--- config.mk ---
export PLATFORM = sky130hd
export DESIGN_NAME = iscd_start_gen
export DESIGN_NICKNAME = d
export VERILOG_FILES = /design/src/iscd_pkg.sv /design/src/iscd_sync.sv /design/src/iscd_start_gen.sv
export VERILOG_INCLUDE_DIRS = /design/src /design/src/src
export SDC_FILE = /design/constraint.sdc
export NUM_CORES = 1
export LEC_CHECK = 0
export BUFFER_PORTS_ARGS = -buffer_cell sky130_fd_sc_hd__buf_2
export CORE_UTILIZATION = 55
export CTS_BUF_LIST = sky130_fd_sc_hd__clkbuf_8
export DETAILED_ROUTE_END_ITERATION = 7
export GPL_ROUTABILITY_DRIVEN = 0
export HOLD_SLACK_MARGIN = 0.08
export PLACE_DENSITY = 0.77
export SKIP_CTS_REPAIR_TIMING = 1
export SYNTH_ARGS = -nofsm -noshare
export SYNTH_HDL_FRONTEND = slang
export SYNTH_SLANG_ARGS = --single-unit
--- constraint.sdc ---
create_clock -name clk_in -period 3 [get_ports clk_in]
set_input_delay 0.6 -clock clk_in [delete_from_list [all_inputs] [get_ports clk_in]]
set_output_delay 0.6 -clock clk_in [all_outputs]
set_load 0.02 [all_outputs]
--- src/iscd_params.svh ---
// Constants for the start-condition generator with collision detection.
// Assumes inclusion by the package file and the start generator module.
`ifndef ISCD_PARAMS_SVH
`define ISCD_PARAMS_SVH

`define ISCD_BAUD_W 8
`define ISCD_BAUD_RESET 8'h04
`define ISCD_CNT_ZERO 8'h00
`define ISCD_CNT_ONE 8'h01

`endif

--- src/iscd_pkg.sv ---
// Types for the start-condition generator.
// Assumes iscd_params.svh is on the include path.
`include "iscd_params.svh"

package iscd_pkg;

    typedef enum logic [2:0] {
        ISCD_IDLE = 3'h0,
        ISCD_WAIT_HIGH = 3'h1,
        ISCD_FIRST = 3'h2,
        ISCD_SECOND = 3'h3,
        ISCD_DONE = 3'h4
    } iscd_state_t;

    typedef struct packed {
        logic scl;
        logic sda;
    } iscd_bus_t;

endpackage

--- src/iscd_sync.sv ---
// Two-flop synchroniser for one pin level.
// Assumes the input is asynchronous to clk_in.
`timescale 1ns/100ps

module iscd_sync (
    input wire logic clk_in,
    input wire logic rst_n_in,
    input wire logic async_in,
    output logic sync_out
);

    logic meta_q;
    logic meta_d;
    logic sync_q;
    logic sync_d;

    always_comb begin
        meta_d = async_in;
        sync_d = meta_q;
    end

    // Released lines idle high
    always_ff @(posedge clk_in) begin
        if (!rst_n_in) begin
            meta_q <= 1'b1;
            sync_q <= 1'b1;
        end else begin
            meta_q <= meta_d;
            sync_q <= sync_d;
        end
    end

    assign sync_out = sync_q;

endmodule

--- src/iscd_start_gen.sv ---
// I2C master start-condition generator with bus-collision detection.
// Assumes open-drain SDA/SCL pins outside; the pins are sampled through
// two-flop synchronisers, outputs are enables that pull the line low.
// Pin levels reach the sequencer two cycles after they change.
`timescale 1ns/100ps
`include "iscd_params.svh"

// Function
// - Either line low at request is collision
// - SCL low before own SDA low collides
// - Collision aborts, flags, resets unit idle
// - SDA high loads counter, counts down
// - SDA low in count: reset, drive early
// - Count expiry drives SDA, reloads counter
// - SCL low in second count: no collision
// - Second count zero drives SCL low
module iscd_start_gen
    import iscd_pkg::*;
(
    input wire logic clk_in,
    input wire logic rst_n_in,
    input wire logic start_req_in,
    input wire logic [`ISCD_BAUD_W-1:0] baud_in,
    input wire logic flag_clear_in,
    input wire logic sda_in,
    input wire logic scl_in,
    output logic sda_out,
    output logic sda_oe_out,
    output logic scl_out,
    output logic scl_oe_out,
    output logic busy_out,
    output logic start_done_out,
    output logic bus_collision_flag_out,
    output logic unit_reset_out
);

    iscd_bus_t pins;
    logic sda_sync;
    logic scl_sync;
    iscd_state_t state_q;
    iscd_state_t state_d;
    logic [`ISCD_BAUD_W-1:0] baud_q;
    logic [`ISCD_BAUD_W-1:0] baud_d;
    logic [`ISCD_BAUD_W-1:0] cnt_q;
    logic [`ISCD_BAUD_W-1:0] cnt_d;
    logic sda_oe_q;
    logic sda_oe_d;
    logic scl_oe_q;
    logic scl_oe_d;
    logic done_q;
    logic done_d;
    logic flag_q;
    logic flag_d;
    logic unit_rst_q;
    logic unit_rst_d;
    logic collide;
    logic hold_off_q;
    logic hold_off_d;
    logic busy_q;
    logic busy_d;

    iscd_sync u_sync_sda (
        .clk_in(clk_in),
        .rst_n_in(rst_n_in),
        .async_in(sda_in),
        .sync_out(sda_sync)
    );

    iscd_sync u_sync_scl (
        .clk_in(clk_in),
        .rst_n_in(rst_n_in),
        .async_in(scl_in),
        .sync_out(scl_sync)
    );

    // One driver for the carrier of both synced levels
    always_comb begin
        pins.sda = sda_sync;
        pins.scl = scl_sync;
    end

    // Sequencer: take, two countdowns, abort
    always_comb begin
        state_d = state_q;
        cnt_d = cnt_q;
        sda_oe_d = sda_oe_q;
        scl_oe_d = scl_oe_q;
        done_d = 1'b0;
        unit_rst_d = 1'b0;
        collide = 1'b0;
        // Setting only sampled while idle so a sequence sees one value
        baud_d = (state_q == ISCD_IDLE) ? baud_in : baud_q;
        case (state_q)
            ISCD_IDLE: begin
                sda_oe_d = 1'b0;
                scl_oe_d = 1'b0;
                // A request still held after an abort is not retaken
                if (start_req_in && !hold_off_q) begin
                    if (!pins.sda || !pins.scl) begin
                        collide = 1'b1;
                    end else begin
                        state_d = ISCD_WAIT_HIGH;
                    end
                end
            end
            ISCD_WAIT_HIGH: begin
                // SDA held low by another party: keep waiting
                if (!pins.scl) begin
                    collide = 1'b1;
                end else if (pins.sda) begin
                    cnt_d = baud_q;
                    state_d = ISCD_FIRST;
                end
            end
            ISCD_FIRST: begin
                if (!pins.scl) begin
                    collide = 1'b1;
                end else if (!pins.sda ||
                             cnt_q <= `ISCD_CNT_ONE) begin
                    // Early assert on low SDA skips the rest of count
                    sda_oe_d = 1'b1;
                    cnt_d = baud_q;
                    state_d = ISCD_SECOND;
                end else begin
                    cnt_d = cnt_q - `ISCD_CNT_ONE;
                end
            end
            ISCD_SECOND: begin
                // SCL is not watched here: another master may win
                // the race and arbitration follows in the address
                if (cnt_q <= `ISCD_CNT_ONE) begin
                    scl_oe_d = 1'b1;
                    cnt_d = `ISCD_CNT_ZERO;
                    done_d = 1'b1;
                    state_d = ISCD_DONE;
                end else begin
                    cnt_d = cnt_q - `ISCD_CNT_ONE;
                end
            end
            ISCD_DONE: begin
                // Hold both lines low until the request drops
                if (!start_req_in) begin
                    sda_oe_d = 1'b0;
                    scl_oe_d = 1'b0;
                    state_d = ISCD_IDLE;
                end
            end
            default: begin
                state_d = ISCD_IDLE;
            end
        endcase
        if (collide) begin
            state_d = ISCD_IDLE;
            sda_oe_d = 1'b0;
            scl_oe_d = 1'b0;
            cnt_d = `ISCD_CNT_ZERO;
            unit_rst_d = 1'b1;
        end
    end

    // New collision beats a clear in the same cycle
    always_comb begin
        flag_d = collide | (flag_q & ~flag_clear_in);
    end

    always_ff @(posedge clk_in) begin
        if (!rst_n_in) begin
            flag_q <= 1'b0;
        end else begin
            flag_q <= flag_d;
        end
    end

    // Without the hold-off a held request would abort every cycle
    always_comb begin
        hold_off_d = collide | (hold_off_q & start_req_in);
        busy_d = (state_d != ISCD_IDLE);
    end

    always_ff @(posedge clk_in) begin
        if (!rst_n_in) begin
            hold_off_q <= 1'b0;
            busy_q <= 1'b0;
        end else begin
            hold_off_q <= hold_off_d;
            busy_q <= busy_d;
        end
    end

    // Sequencer state, counter and line enables
    always_ff @(posedge clk_in) begin
        if (!rst_n_in) begin
            state_q <= ISCD_IDLE;
            cnt_q <= `ISCD_CNT_ZERO;
            baud_q <= `ISCD_BAUD_RESET;
            sda_oe_q <= 1'b0;
            scl_oe_q <= 1'b0;
            done_q <= 1'b0;
            unit_rst_q <= 1'b0;
        end else begin
            state_q <= state_d;
            cnt_q <= cnt_d;
            baud_q <= baud_d;
            sda_oe_q <= sda_oe_d;
            scl_oe_q <= scl_oe_d;
            done_q <= done_d;
            unit_rst_q <= unit_rst_d;
        end
    end

    // Open drain: only the enables move, the driven value stays low
    assign sda_out = 1'b0;
    assign scl_out = 1'b0;
    assign sda_oe_out = sda_oe_q;
    assign scl_oe_out = scl_oe_q;
    assign busy_out = busy_q;
    assign start_done_out = done_q;
    assign bus_collision_flag_out = flag_q;
    assign unit_reset_out = unit_rst_q;

endmodule

======== After elaboration in Yosys (flattened, before gate mapping) ========
Cells that the tools add are included.
operators by class
  add/subtract/negate cells ............... 1
  $lt $le $gt $ge ......................... 1
  equality and inequality tests ........... 10
  muxes and demuxes ....................... 28
  bitwise logic cells ..................... 6
  reductions and logical operators ........ 17
operator list
  kind                 count
  $mux 8               5
  $mux 3               9
  $pmux 8 s3           1
  $pmux 3 s5           1
  $reduce_bool 3->1    4
  $mux 1               9
  $le 8x1->1 const B   1
  $reduce_and 4->1     2
  $sub 8x1->8 const B  1
  $eq 3x2->1 const B   2
  $ne 2x1->1 const B   3
  $ne 2x2->1 const B   3
  $pmux 1 s3           2
  $reduce_or 2->1      2
  $eq 3x1->1 const B   1
  $eq 3x3->1 const B   1
  $logic_not 1->1      3
  $logic_not 3->1      1
  $reduce_and 3->1     1
  $and 1x1->1          2
  $logic_or 1x1->1     2
  $not 1->1            2
  $or 1x1->1           2
  $pmux 1 s2           1
  2 further kinds      2
word-level totals
  register bits after elaboration ......... 30
  word-level logic and storage cells ...... 77

======== Logic depth before layout (Yosys ltp) ========
  depth after elaboration ................. 7
  depth in mapped cells ................... 8

======== Hierarchy ========
From an unflattened synthesis, not the netlist that was laid out.
second synthesis, totals
  cells, all modules ...................... 180
  area total of the unflattened synthesis .. 1505.2 sq um
by module, submodules not included
  module          instances  cells an instance  area each (sq um)  seq. area each (sq um)
  iscd_start_gen  1          172                1400.1             520.5
  iscd_sync       2          4                  52.6               40.0

======== Worst setup path before layout ========
Ideal clock, no wire load.
  kind .................................... register to register
  start ................................... register cnt_q[2]
  end ..................................... register busy_q, in the netlist busy_out
  library setup time ...................... 0.136 ns
  arrival ................................. 1.734 ns
  data required time ...................... 2.864 ns
  slack ................................... 1.130 ns
  cell stages (with the launch flop) ...... 7
  buffers on the path ..................... 1
  cells stage by stage .................... dfxtp_1 > or4_4 > nor4_2 > buf_2 > o221ai_2 > a31oi_4 > a221oi_2
on the way
  longest elaborated chain between the ends .. 7
  elaborated cells on any way between the ends .. 8
  classes of those cells .................. order compare: 1; mux: 5; reduce/logical: 2
ends and longest elaborated chain
  element                     RTL line               text
  from (decl)                 iscd_start_gen.sv:44   logic [`ISCD_BAUD_W-1:0] cnt_q;
  from (signal assigned)      iscd_start_gen.sv:194  cnt_q <= `ISCD_CNT_ZERO;
  from (signal assigned)      iscd_start_gen.sv:202  cnt_q <= cnt_d;
  $le 8x1->1 (no line) (*)    n/a
  $logic_or 1x1->1 (no line)  n/a
  $mux 3                      iscd_start_gen.sv:118  end else if (!pins.sda ||
  $mux 3                      iscd_start_gen.sv:116  if (!pins.scl) begin
  $pmux 3 s5 (*)              iscd_start_gen.sv:93   case (state_q)
  $mux 3 (*)                  iscd_start_gen.sv:152  if (collide) begin
  $reduce_bool 3->1 (*)       iscd_start_gen.sv:177  busy_d = (state_d != ISCD_IDLE);
  to (signal assigned)        iscd_start_gen.sv:186  busy_q <= busy_d;
  to (decl)                   iscd_start_gen.sv:59   logic busy_q;
Mark *: on every way between the ends. The rest lies on a longest branch, timed or not.
A chain may end at the register's enable or synchronous reset.

======== Worst setup path in the final report ========
  start ................................... register cnt_q[0]
  end ..................................... register cnt_q[2]
on the way
  longest elaborated chain between the ends .. 5
  elaborated cells on any way between the ends .. 7
  classes of those cells .................. add/sub: 1; order compare: 1; mux: 4; reduce/logical: 1
ends and longest elaborated chain
  element                     RTL line
  $le 8x1->1 (no line)        n/a
  $logic_or 1x1->1 (no line)  n/a
  $mux 8                      iscd_start_gen.sv:118
  $mux 8                      iscd_start_gen.sv:116
  $pmux 8 s3 (*)              iscd_start_gen.sv:93
Mark *: on every way between the ends. The rest lies on a longest branch, timed or not. The select of a mux whose other input is x is not followed.

==> flow_summary.toml <==
[synth]
yosysUniqueCellTypes = 51
yosys.area.top_type = "dfxtp_1"
synth_edf_count = 0
yosys_register_bits = 30
synth_common_cells = "dfxtp_1, nand2_1, a21oi_1, nor2_1, nand2b_1"
syn_inst = 188
yosysTopAreaCellShare_pct = 38.34
seq_area_frac_synth_pct = 38.34
yosysMostFrequentCell = "dfxtp_1"
ys.flop_type = "dfxtp_1"
postSynth.asyncResetShare_pct = 0
yosysWarnings = 0
postSynthAreaPerCell_um2 = 8.332
synthTopCellsByArea = "dfxtp_1, nand2_1, a21oi_1"
syn_area_mm2 = 0.001567

[grt]
antenna_found_initial = 0
first_global_vias = 1312
grt_first_pass_wirelength_um = 5975
grt_max_degree = 19
grt_util_all_layers_pct = 24.81
overflow = 0

[setup_path]
max_stage_delay_ns = 0.43
cp-end-kind = "flip-flop"
crit_type = "flip-flop to flip-flop"
path_cells = "inv_1 -> ha_1 -> nor2_1 -> nor4_2 -> buf_4 -> o41ai_1 -> a21oi_1 -> o2bb2ai_1"
cp.buffers_inverters = 2
critical-path-top-delay-family = "compound AO/OA/AOI/OAI gates"
crit_slowest_cell = "o41ai_1"
worstPathMaxFanout = 11
required_ns = 3.19
start_kind = "flip-flop"
cp.arrival_ns = 2.42

[placed_design]
hpwl_um = 2450
placed_area_mm2 = 0.001658
port_buffers = 19

[sta]
setup_viol = 0
clock_skew_ns = 0.01119
clock.fmax_mhz = 449.5
period_share_pct = 74.16
worstMarginPinSlew_ns = 0.8269
final.setup.tns_ns = 0
whs_ns = 0.4064
rsz0062_at_grt = "no"
finalHoldViolCount = 0
max-slew-margin-rel_pct = 44.50
slew_viol_final = 0
fin_crit_ns = 2.225

[pwr]
p_leak_nw = 0.7022
p_sw_mw = 0.4675
pwr-share-comb_pct = 36.1
intPower_mw = 0.7855
power_density_mw_per_mm2 = 721.5
vdd_ir_drop_max_mv = 0.4892
sw_frac_of_total_pct = 37.31
power.share.clock_pct = 23.7
p_seq_share_pct = 40.2

[die]
die_h_um = 55.37
io_pins = 22
initial_core_util_pct = 60.48
design.die.area_mm2 = 0.003066
rows = 18
core_mm2 = 0.002590
die_w_um = 55.37

[flow_run]
cap_violations = 0

[routing]
drt_pass1_iterations = 4
avgRoutedWirePerCell_um = 14.86
avgViaCountPerCell = 6.038
drc = 0
vias = 1419
drt_iter0_drc = 72
finalWirelength_um = 3492
antenna_left = 0

[cells_and_area]
layout-drive-gt1-share_pct = 18.54
reg.largest.list = "baud_q (8), cnt_q (8), state_q (3)"
design_area_mm2 = 0.001737
diodes = 0
nets = 221
final_util_pct = 67.05
area_growth_pct = 10.86

[status]
outcome = "finished clean"

[cts]
cts_buffers = 5
clockBufferDepth = 2
clkTransAtPathRegs_ns = 0.06
cts_tree = "yes"
clock_latency_ns = 0.28
htree_levels = 2
cts_root_buffer = "clkbuf_8"
clock_sinks = 30

[worst_hold_path]
hp-class = "flip-flop to flip-flop"
power by group through the flow:
stage / clock (mW) / combinational (mW) / sequential [mW]
after detailed placement: 0 / 0.442 / 0.509
after global routing: 0.325 / 0.496 / 0.512
after floorplan: 0 / 0.365 / 0.489
after CTS: 0.303 / 0.446 / 0.502
after global placement: 0 / 0.431 / 0.506
final: 0.297 / 0.453 / 0.503
final timing paths:
kind	cells after the start	startpoint	slack [ns]	endpoint
worst max-delay path	8	cnt_q[0]	0.78	cnt_q[2]
worst min register to register	1	u_sync_scl.meta_q	0.41	u_sync_scl.sync_out
worst min-delay path	1	u_sync_scl.meta_q	0.41	u_sync_scl.sync_out
worst max register to register	8	cnt_q[0]	0.78	cnt_q[2]
through the flow:
step                      power [mW]  cells  setup WS [ns]
after global routing           1.333    235         0.6681
after global placement        0.9370    228         0.9647
after CTS                      1.251    235         0.8311
final                          1.253    235         0.7751
after floorplan               0.8533    189          1.130
after detailed placement      0.9503    228         0.8749
cells in the final DEF, fill, tap and decap left out, types with 5 or more instances in the layout:
cell type,Yosys,layout
clkbuf_8,0,5
a21oi_1,13,13
o21ai_1,6,6
buf_2,3,19
nor3_1,6,6
inv_1,7,7
nor2_1,12,12
nand2b_1,8,8
nand2_1,28,28
a21boi_0,7,7
a211oi_1,5,5
dfxtp_1,30,30
cell families after synthesis:
| kind of cell | count (synthesis) | share of synthesized area [%] |
|---|---|---|
| DFF | 30 | 38.34 |
| xor gates and xnor gates | 1 | 0.5592 |
| buffers and inverters | 18 | 5.032 |
| AOI/OAI and AO/OA | 57 | 27.88 |
| and+or+nand+nor | 78 | 25.64 |
| muxes | 1 | 0.7188 |
| other | 1 | 0.2394 |
| adders and majority gates | 2 | 1.597 |
per-layer routing:
layer / GRT usage, % / part of all wire [%]
met1: 32.25 / 44
met2: 38.73 / 48
met3: 8.197 / 6.4
met4: 8.214 / 1.2
met5: 0 / 0
area by class of cell:
class / instances / area [um^2]
clock buffers: 5 / 68.82
repair buffers: 20 / 102.6
clock inverters: 2 / 10.01
fillers: 235 / 853.3
inverters: 7 / 26.28
multi-input cells: 141 / 890.9
flip-flops and latches: 30 / 600.6
well taps: 30 / 37.54
Power figures use the tool's default switching activity.
